$ cat src/sifc_pkg.sv
// Shared constants and types for the serial infrared pulse codec.
// Assumes a 50 MHz system clock that also serves as the crystal clock.
package sifc_pkg;
	localparam int unsigned CLK_HZ = 50_000_000;

	// 16x clock division per rate code
	localparam logic [2:0] RATE_DIV2 = 3'h0;
	localparam logic [2:0] RATE_DIV4 = 3'h1;
	localparam logic [2:0] RATE_DIV12 = 3'h2;
	localparam logic [2:0] RATE_DIV24 = 3'h3;
	localparam logic [2:0] RATE_DIV6 = 3'h4;
	localparam logic [2:0] RATE_DIV48 = 3'h5;
	localparam logic [2:0] RATE_DIV96 = 3'h6;
	localparam logic [6:0] DIVIDE_2 = 7'h02;
	localparam logic [6:0] DIVIDE_4 = 7'h04;
	localparam logic [6:0] DIVIDE_12 = 7'h0C;
	localparam logic [6:0] DIVIDE_24 = 7'h18;
	localparam logic [6:0] DIVIDE_6 = 7'h06;
	localparam logic [6:0] DIVIDE_48 = 7'h30;
	localparam logic [6:0] DIVIDE_96 = 7'h60;

	// Encoder and decoder timing in 16x clock ticks, monoshot in crystal cycles
	localparam logic [3:0] ENC_WAIT_TICKS = 4'h7;
	localparam logic [3:0] ENC_HIGH_TICKS = 4'h3;
	localparam logic [3:0] ENC_LAST_PHASE = 4'hF;
	localparam logic [4:0] BIT_TICKS = 5'h10;
	localparam logic [2:0] MONO_CYCLES = 3'h6;

	// Register byte addresses
	localparam logic [3:0] ADDR_CTRL = 4'h0;
	localparam logic [3:0] ADDR_STATUS = 4'h4;
	localparam logic [3:0] ADDR_TX_COUNT = 4'h8;
	localparam logic [3:0] ADDR_RX_COUNT = 4'hC;

	// Status field positions
	localparam int STAT_TX_ACTIVE = 0;
	localparam int STAT_RX_STRETCH = 1;
	localparam int STAT_OVERRUN = 2;
	localparam int STAT_POWER_DOWN = 3;
	localparam int STAT_EXT_CLOCK = 4;
	localparam int STAT_RATE_LSB = 5;
	localparam int STAT_WIDTH_SEL = 8;
	localparam int STAT_BUF_LSB = 9;

	localparam logic [1:0] RESP_OKAY = 2'h0;
	localparam logic [1:0] RESP_SLVERR = 2'h2;

	typedef struct packed {
		logic clock_source_select;
		logic sw_power_down;
	} sifc_ctrl_s;

	localparam sifc_ctrl_s CTRL_RESET = '{clock_source_select: 1'b0, sw_power_down: 1'b0};

	// Pin inputs after synchronisation
	typedef struct packed {
		logic [2:0] rate_code;
		logic pulse_width_select;
		logic power_down;
		logic uart_tx;
		logic ir_rx_n;
		logic ext_clock;
	} sifc_pins_s;

	// Idle levels: UART line and infrared receive line rest high
	localparam sifc_pins_s PINS_RESET = 8'h06;
endpackage

$ cat src/sifc_codec.sv
// Serial infrared pulse codec with an AXI4-Lite register slave.
// Assumes the system clock doubles as the crystal; all pins are asynchronous.
module sifc_codec (
	input wire logic clock,
	input wire logic rst,
	input wire logic [3:0] axi_awaddr,
	input wire logic axi_awvalid,
	output logic axi_awready,
	input wire logic [31:0] axi_wdata,
	input wire logic [3:0] axi_wstrb,
	input wire logic axi_wvalid,
	output logic axi_wready,
	output logic [1:0] axi_bresp,
	output logic axi_bvalid,
	input wire logic axi_bready,
	input wire logic [3:0] axi_araddr,
	input wire logic axi_arvalid,
	output logic axi_arready,
	output logic [31:0] axi_rdata,
	output logic [1:0] axi_rresp,
	output logic axi_rvalid,
	input wire logic axi_rready,
	input wire logic rate_code_bit2,
	input wire logic rate_code_bit1,
	input wire logic rate_code_bit0,
	input wire logic pulse_width_select,
	input wire logic power_down_in,
	input wire logic uart_transmit_in,
	input wire logic infrared_receive_in_n,
	input wire logic sixteen_times_bit_clock,
	output logic uart_receive_out,
	output logic infrared_transmit_out
);
	typedef enum logic {ENC_IDLE, ENC_BIT} sifc_enc_e;

	sifc_pkg::sifc_pins_s pins;
	sifc_pkg::sifc_ctrl_s ctrl;
	sifc_enc_e enc_state;
	logic [3:0] enc_phase;
	logic [6:0] divisor;
	logic [6:0] div_cnt;
	logic int_tick;
	logic ext_prev;
	logic ext_rise;
	logic tick;
	logic power_down;
	logic mod_pulse;
	logic mod_prev;
	logic [2:0] mono_cnt;
	logic rx_prev_n;
	logic rx_fall;
	logic push;
	logic in_ready;
	logic out_valid;
	logic pop;
	logic [4:0] buf_mem [2];
	logic wr_ptr;
	logic rd_ptr;
	logic [1:0] buf_count;
	logic [4:0] str_cnt;
	logic overrun;
	logic [15:0] tx_count;
	logic [15:0] rx_count;
	logic aw_have;
	logic w_have;
	logic [3:0] aw_addr_q;
	logic [31:0] w_data_q;
	logic [3:0] w_strb_q;
	logic do_write;
	logic clear_overrun;
	logic [31:0] status_word;

	sifc_sync #(
		.W(8),
		.INIT(sifc_pkg::PINS_RESET)
	) u_pin_sync (
		.clock(clock),
		.rst(rst),
		.d({rate_code_bit2, rate_code_bit1, rate_code_bit0, pulse_width_select,
			power_down_in, uart_transmit_in, infrared_receive_in_n, sixteen_times_bit_clock}),
		.q(pins)
	);

	assign power_down = pins.power_down | ctrl.sw_power_down;

	// Crystal divisor lookup
	always_comb
	begin
		unique case (pins.rate_code)
			sifc_pkg::RATE_DIV2: divisor = sifc_pkg::DIVIDE_2;
			sifc_pkg::RATE_DIV4: divisor = sifc_pkg::DIVIDE_4;
			sifc_pkg::RATE_DIV12: divisor = sifc_pkg::DIVIDE_12;
			sifc_pkg::RATE_DIV24: divisor = sifc_pkg::DIVIDE_24;
			sifc_pkg::RATE_DIV6: divisor = sifc_pkg::DIVIDE_6;
			sifc_pkg::RATE_DIV48: divisor = sifc_pkg::DIVIDE_48;
			sifc_pkg::RATE_DIV96: divisor = sifc_pkg::DIVIDE_96;
			default: divisor = sifc_pkg::DIVIDE_2;
		endcase
	end

	// A shortened divisor never strands the counter above its wrap point
	assign int_tick = div_cnt >= divisor - 7'h01;
	assign ext_rise = pins.ext_clock & ~ext_prev;
	assign tick = ctrl.clock_source_select ? ext_rise : int_tick;

	always_ff @(posedge clock)
	begin
		if (rst)
			div_cnt <= 7'h00;
		else if (int_tick)
			div_cnt <= 7'h00;
		else
			div_cnt <= div_cnt + 7'h01;
	end

	always_ff @(posedge clock)
	begin
		if (rst)
			ext_prev <= 1'b0;
		else
			ext_prev <= pins.ext_clock;
	end

	// Encoder: one 16-tick bit frame per space, restarted while spaces continue
	always_ff @(posedge clock)
	begin
		if (rst || power_down)
		begin
			enc_state <= ENC_IDLE;
			enc_phase <= 4'h0;
		end
		else if (tick)
		begin
			unique case (enc_state)
				ENC_IDLE:
				begin
					if (!pins.uart_tx)
					begin
						enc_state <= ENC_BIT;
						enc_phase <= 4'h0;
					end
				end
				ENC_BIT:
				begin
					if (enc_phase == sifc_pkg::ENC_LAST_PHASE)
					begin
						enc_phase <= 4'h0;
						if (pins.uart_tx)
							enc_state <= ENC_IDLE;
					end
					else
						enc_phase <= enc_phase + 4'h1;
				end
			endcase
		end
	end

	assign mod_pulse = (enc_state == ENC_BIT) && (enc_phase >= sifc_pkg::ENC_WAIT_TICKS)
		&& (enc_phase < sifc_pkg::ENC_WAIT_TICKS + sifc_pkg::ENC_HIGH_TICKS);

	always_ff @(posedge clock)
	begin
		if (rst)
			mod_prev <= 1'b0;
		else
			mod_prev <= mod_pulse;
	end

	// Monoshot retriggers on each modulator rising edge
	always_ff @(posedge clock)
	begin
		if (rst || power_down)
			mono_cnt <= 3'h0;
		else if (mod_pulse && !mod_prev)
			mono_cnt <= sifc_pkg::MONO_CYCLES;
		else if (mono_cnt != 3'h0)
			mono_cnt <= mono_cnt - 3'h1;
	end

	always_ff @(posedge clock)
	begin
		if (rst || power_down)
			infrared_transmit_out <= 1'b0;
		else if (pins.pulse_width_select)
			infrared_transmit_out <= mono_cnt != 3'h0;
		else
			infrared_transmit_out <= mod_pulse;
	end

	// Decoder: receive falling edges queue stretch requests
	always_ff @(posedge clock)
	begin
		if (rst)
			rx_prev_n <= 1'b1;
		else
			rx_prev_n <= pins.ir_rx_n;
	end

	assign rx_fall = rx_prev_n & ~pins.ir_rx_n;
	assign push = rx_fall & ~power_down;
	assign in_ready = buf_count != 2'h2;
	assign out_valid = buf_count != 2'h0;
	// Chaining on the last tick keeps back-to-back spaces seamless
	assign pop = out_valid && ((str_cnt == 5'h00) || (str_cnt == 5'h01 && tick));

	always_ff @(posedge clock)
	begin
		if (rst || power_down)
		begin
			wr_ptr <= 1'b0;
			rd_ptr <= 1'b0;
			buf_count <= 2'h0;
		end
		else
		begin
			if (push && in_ready)
			begin
				buf_mem[wr_ptr] <= sifc_pkg::BIT_TICKS;
				wr_ptr <= ~wr_ptr;
			end
			if (pop)
				rd_ptr <= ~rd_ptr;
			buf_count <= buf_count + {1'b0, push && in_ready} - {1'b0, pop};
		end
	end

	always_ff @(posedge clock)
	begin
		if (rst || power_down)
			str_cnt <= 5'h00;
		else if (pop)
			str_cnt <= buf_mem[rd_ptr];
		else if (tick && str_cnt != 5'h00)
			str_cnt <= str_cnt - 5'h01;
	end

	always_ff @(posedge clock)
	begin
		if (rst)
			uart_receive_out <= 1'b1;
		else
			uart_receive_out <= str_cnt == 5'h00;
	end

	// Event counters and sticky overrun, where a new overrun beats a clear
	always_ff @(posedge clock)
	begin
		if (rst)
		begin
			tx_count <= 16'h0000;
			rx_count <= 16'h0000;
		end
		else
		begin
			if (mod_pulse && !mod_prev)
				tx_count <= tx_count + 16'h0001;
			if (push && in_ready)
				rx_count <= rx_count + 16'h0001;
		end
	end

	always_ff @(posedge clock)
	begin
		if (rst)
			overrun <= 1'b0;
		else if (push && !in_ready)
			overrun <= 1'b1;
		else if (clear_overrun)
			overrun <= 1'b0;
	end

	// Register slave: write path
	assign do_write = aw_have && w_have && !axi_bvalid;
	assign clear_overrun = do_write && aw_addr_q == sifc_pkg::ADDR_STATUS && w_strb_q[0]
		&& w_data_q[sifc_pkg::STAT_OVERRUN];

	always_ff @(posedge clock)
	begin
		if (rst)
		begin
			aw_have <= 1'b0;
			axi_awready <= 1'b0;
			aw_addr_q <= 4'h0;
		end
		else if (axi_awvalid && axi_awready)
		begin
			aw_have <= 1'b1;
			axi_awready <= 1'b0;
			aw_addr_q <= axi_awaddr;
		end
		else if (do_write || !aw_have)
		begin
			aw_have <= 1'b0;
			axi_awready <= 1'b1;
		end
	end

	always_ff @(posedge clock)
	begin
		if (rst)
		begin
			w_have <= 1'b0;
			axi_wready <= 1'b0;
			w_data_q <= 32'h00000000;
			w_strb_q <= 4'h0;
		end
		else if (axi_wvalid && axi_wready)
		begin
			w_have <= 1'b1;
			axi_wready <= 1'b0;
			w_data_q <= axi_wdata;
			w_strb_q <= axi_wstrb;
		end
		else if (do_write || !w_have)
		begin
			w_have <= 1'b0;
			axi_wready <= 1'b1;
		end
	end

	always_ff @(posedge clock)
	begin
		if (rst)
			ctrl <= sifc_pkg::CTRL_RESET;
		else if (do_write && aw_addr_q == sifc_pkg::ADDR_CTRL && w_strb_q[0])
			ctrl <= w_data_q[1:0];
	end

	always_ff @(posedge clock)
	begin
		if (rst)
		begin
			axi_bvalid <= 1'b0;
			axi_bresp <= sifc_pkg::RESP_OKAY;
		end
		else if (do_write)
		begin
			axi_bvalid <= 1'b1;
			axi_bresp <= aw_addr_q[1:0] != 2'h0 ? sifc_pkg::RESP_SLVERR : sifc_pkg::RESP_OKAY;
		end
		else if (axi_bready)
			axi_bvalid <= 1'b0;
	end

	// Register slave: read path, one cycle from address to data
	always_comb
	begin
		status_word = 32'h00000000;
		status_word[sifc_pkg::STAT_TX_ACTIVE] = enc_state == ENC_BIT;
		status_word[sifc_pkg::STAT_RX_STRETCH] = str_cnt != 5'h00;
		status_word[sifc_pkg::STAT_OVERRUN] = overrun;
		status_word[sifc_pkg::STAT_POWER_DOWN] = power_down;
		status_word[sifc_pkg::STAT_EXT_CLOCK] = ctrl.clock_source_select;
		status_word[sifc_pkg::STAT_RATE_LSB +: 3] = pins.rate_code;
		status_word[sifc_pkg::STAT_WIDTH_SEL] = pins.pulse_width_select;
		status_word[sifc_pkg::STAT_BUF_LSB +: 2] = buf_count;
	end

	always_ff @(posedge clock)
	begin
		if (rst)
		begin
			axi_arready <= 1'b0;
			axi_rvalid <= 1'b0;
			axi_rdata <= 32'h00000000;
			axi_rresp <= sifc_pkg::RESP_OKAY;
		end
		else if (axi_arvalid && axi_arready)
		begin
			axi_arready <= 1'b0;
			axi_rvalid <= 1'b1;
			axi_rresp <= axi_araddr[1:0] != 2'h0 ? sifc_pkg::RESP_SLVERR : sifc_pkg::RESP_OKAY;
			unique case (axi_araddr[3:2])
				2'h0: axi_rdata <= {30'h0, ctrl};
				2'h1: axi_rdata <= status_word;
				2'h2: axi_rdata <= {16'h0000, tx_count};
				2'h3: axi_rdata <= {16'h0000, rx_count};
			endcase
		end
		else if (axi_rvalid && axi_rready)
		begin
			axi_rvalid <= 1'b0;
			axi_arready <= 1'b1;
		end
		else if (!axi_rvalid)
			axi_arready <= 1'b1;
	end
endmodule

$ cat src/sifc_sync.sv
// Two-stage synchroniser for a vector of asynchronous inputs.
// Assumes each bit is independent; no multi-bit coherence is implied.
module sifc_sync #(
	parameter int W = 8,
	parameter logic [W-1:0] INIT = '0
) (
	input wire logic clock,
	input wire logic rst,
	input wire logic [W-1:0] d,
	output logic [W-1:0] q
);
	logic [W-1:0] meta;

	always_ff @(posedge clock)
	begin
		if (rst)
		begin
			meta <= INIT;
			q <= INIT;
		end
		else
		begin
			meta <= d;
			q <= meta;
		end
	end
endmodule

$ cat config.mk
export PLATFORM = sky130hd
export DESIGN_NAME = sifc_codec
export DESIGN_NICKNAME = d
export VERILOG_FILES = /design/src/sifc_pkg.sv /design/src/sifc_codec.sv /design/src/sifc_sync.sv
export SDC_FILE = /design/constraint.sdc
export NUM_CORES = 1
export LEC_CHECK = 0
export ABC_AREA = 1
export BUFFER_PORTS_ARGS = -buffer_cell sky130_fd_sc_hd__clkbuf_2
export CAP_MARGIN = 15
export CORE_MARGIN = 4
export CORE_UTILIZATION = 31
export CTS_CLUSTER_DIAMETER = 50
export DETAILED_ROUTE_END_ITERATION = 10
export PLACE_DENSITY_LB_ADDON = 0.2
export SETUP_SLACK_MARGIN = 0.15
export SLEW_MARGIN = 20
export SYNTH_ARGS = -nofsm -noshare
export SYNTH_HDL_FRONTEND = slang
export SYNTH_SLANG_ARGS = --single-unit
export TNS_END_PERCENT = 30
$ cat constraint.sdc
create_clock -name clock -period 4.1 [get_ports clock]
set_input_delay 0 -clock clock [delete_from_list [all_inputs] [get_ports clock]]
set_output_delay 0 -clock clock [all_outputs]
set_load 0.05 [all_outputs]
==> impl_metrics.ini <==
[critical_path]
worst_setup_path_start_kind = flip-flop
r2r_cells = 25
worst_path_max_delay_cell = dfxtp_1
crit_type = flip-flop to flip-flop
cp.required_ns = 4.36
reg2reg_to = buf_count[1]
r2r_slack_ns = 0.60
cp_common_cell = nand2_1
rr_startpoint = u_pin_sync.q[6]
path_max_fanout = 9
slowest_delay_ns = 0.37
endpoint_kind = flip-flop
crit_arrival_ns = 3.75

[timing]
fin_crit_sh = 0.853
finalHoldViolCount = 0
fin_setup_tns_ns = 0
setup_ws_ns = 0.604
setup_viol = 0
worst_pin_slew_ns = 0.845
slew_headroom = 0.433
maxSlewViolCount = 0
finalClockSkew_ns = 0.00626
clock.fmax_mhz = 286
rsz0062_at_grt = no
period_needed_ns = 3.50

[cts]
cts_buffer_depth = 2
cts_root_buffer = clkbuf_16
post_cts_buffers = 0
cts_made_buffers = 9
cts_sinks = 111
cts_tree = built
clk_pin_slew_ns = 0.08
clk_latency_ns = 0.36
postCtsResizedCells = 0
htreeDepth = 3
ctsHoldBuffers = 23

[synthesis]
netlist_top_cells_count = dfxtp_1 (111), nand2_1 (111), inv_1 (96), nor2_1 (79), a21oi_1 (70)
netlist_instances = 716
synth-compound-area-share = 0.148
synth_adder_area_share = 0.0382
synth.distinct_cells = 41
synth_area_leader_cell = dfxtp_1
synth_seq_cells = 111
ys_seq_area_frac = 0.424
synth-simple-area-share = 0.247
yosys.area.top_type_share = 0.424
syn_area_per_cell_um2 = 7.33
synthMuxAreaShare = 0
synth_top_family_by_area = simple AND/OR/NAND/NOR gates
yosysWarnings = 0
synth-xor-area-share = 0.0301
synthTopCellsByArea = dfxtp_1 (42%), nand2_1 (7.9%), inv_1 (6.9%)
netlist_area_um2 = 5250
synthArstFlopShare = 0
synth_flop_cell = dfxtp_1
synth_edf_count = 0

[global_routing]
antenna_found_initial = 0
met3_usage = 0.0325
top_usage_layer = met2
grt_pass1_wl_mm = 21.5
grt_overflow = 0
grtUsageMet1 = 0.183
grt_max_degree = 48
grt_use_total = 0.137
first_global_vias = 4293
met2_usage = 0.217

[placed_design]
place_ws_ns = 0.616
routabilityCongestion = 0.807
dp_hpwl_mm = 9.39
port_buffers = 51

[route]
totalWireLength_mm = 12.7
viasPerCell = 4.53
drc = 0
first_pass_iters = 4
wl_per_cell_um = 12.6
via_count = 4579
drt_iter0_markers = 191
antenna_left = 0

[final_layout]
final_core_util = 0.375
multiInputGateArea_um2 = 2500
regArea_um2 = 2220
layout-drive-gt1-share = 0.118
fill_cells = 1763
antennaDiodeCount = 0
nets = 861
syn_to_final_growth_pct = 18.5

[power]
ir_drop_mv = 0.223
p_leak_nw = 2.52
power.density_nw_per_um2 = 414
total_power_mw = 2.57

[min_path]
min_to = w_data_q[1]
hold_path_depth = 3
min_path_type = input port to flip-flop
hold_start = axi_wvalid

[die]
die_area_um2 = 19100
coreArea_um2 = 16600
num_rows = 47
start_util = 0.316
ioPinCount = 102
die_h_um = 138
die_w_um = 138

[outcome]
run_status = completed

[job]
maxCapViolCount = 0
==> report_power, final <==
part / internal [mW] / total, mW / switching, mW
Combinational: 0.141 / 0.441 / 0.300
Sequential: 1.14 / 1.18 / 0.0427
Clock: 0.496 / 0.947 / 0.451
Total: 1.78 / 2.57 / 0.794
==> layout by cell type (no fill, tap or decap), types with 2 or more instances in the layout <==
cell	count
dfxtp_1	111
o21ai_1	10
a211oi_1	2
nor3b_1	2
clkbuf_16	9
clkbuf_2	51
nand2_1	111
nor2_1	79
buf_4	3
inv_2	3
nand2_2	3
clkinv_1	4
o22ai_1	9
o221ai_1	4
o21ai_0	41
o2111ai_1	2
nor4_1	2
nand3_1	40
inv_8	3
xor2_1	15
ha_1	16
inv_1	96
nand4_1	10
dlygate4sd3_1	23
or2_0	3
nor3_2	3
or2_2	7
o211ai_1	2
conb_1	18
nor3_1	21
a21oi_1	70
xnor2_1	3
==> final cells by class <==
cell class / count / area share
multi-input combinational: 484 / 0.402
sequential: 111 / 0.358
timing repair buffer: 77 / 0.0818
inverter: 103 / 0.0622
tap: 220 / 0.0443
clock buffer: 9 / 0.0362
clock inverter: 7 / 0.0157
==> critical path: cells and delay by family (launching register included) <==
family / cells / cell delay [ns]
compound gates: 5 / 0.59
simple gates: 15 / 1.62
fa+ha+maj: 3 / 0.62
xor+xnor: 1 / 0.18
buf+inv: 1 / 0.04
flops: 1 / 0.37
==> sequential cells by signal (all words and copies together) (netlist names), 2 cells and up <==
signal,count
u_pin_sync.meta,8
mono_cnt,3
u_pin_sync.q,8
ctrl,2
str_cnt,5
enc_phase,4
w_data_q,3
tx_count,16
axi_rdata,16
div_cnt,7
buf_count,2
rx_count,16
aw_addr_q,4
==> kinds of logic after synthesis <==
| group | Yosys count |
|---|---|
| other | 1 |
| adder cells (fa/ha/maj) | 16 |
| buffers and inverters | 138 |
| AO/OA/AOI/OAI | 144 |
| AND/OR/NAND/NOR | 288 |
| XOR/XNOR | 18 |
| flip-flops | 111 |
==> layer usage <==
metal,routed length [um],vias to the layer above
li1,-,2438
met1,6320,2055
met2,5620,69
met3,505,17
met4,286,0
met5,0,-
==> how the worst max path moves through the flow <==
| stage | startpoint | end | slack, ns | cells past startpoint |
|---|---|---|---|---|
| after floorplan | u_pin_sync.q[7] | buf_count[1] | 0.93 | 25 |
| after global placement | u_pin_sync.q[6] | buf_count[1] | 0.70 | 25 |
| after detailed placement | u_pin_sync.q[6] | buf_count[1] | 0.62 | 25 |
| after CTS | u_pin_sync.q[6] | buf_count[1] | 0.61 | 25 |
| after global routing | u_pin_sync.q[6] | buf_count[1] | 0.18 | 25 |
| final | u_pin_sync.q[6] | buf_count[1] | 0.60 | 25 |
==> stage by stage <==
stage / hold slack [ns] / cells / area, um2
after floorplan: 0.104 / 733 / 5310
after CTS: 0.0380 / 1011 / 6210
after global placement: 0.186 / 972 / 5660
after global routing: 0.0478 / 1011 / 6210
final: 0.0481 / 1011 / 6210
after detailed placement: 0.188 / 972 / 5660
Power figures use the tool's default switching activity.
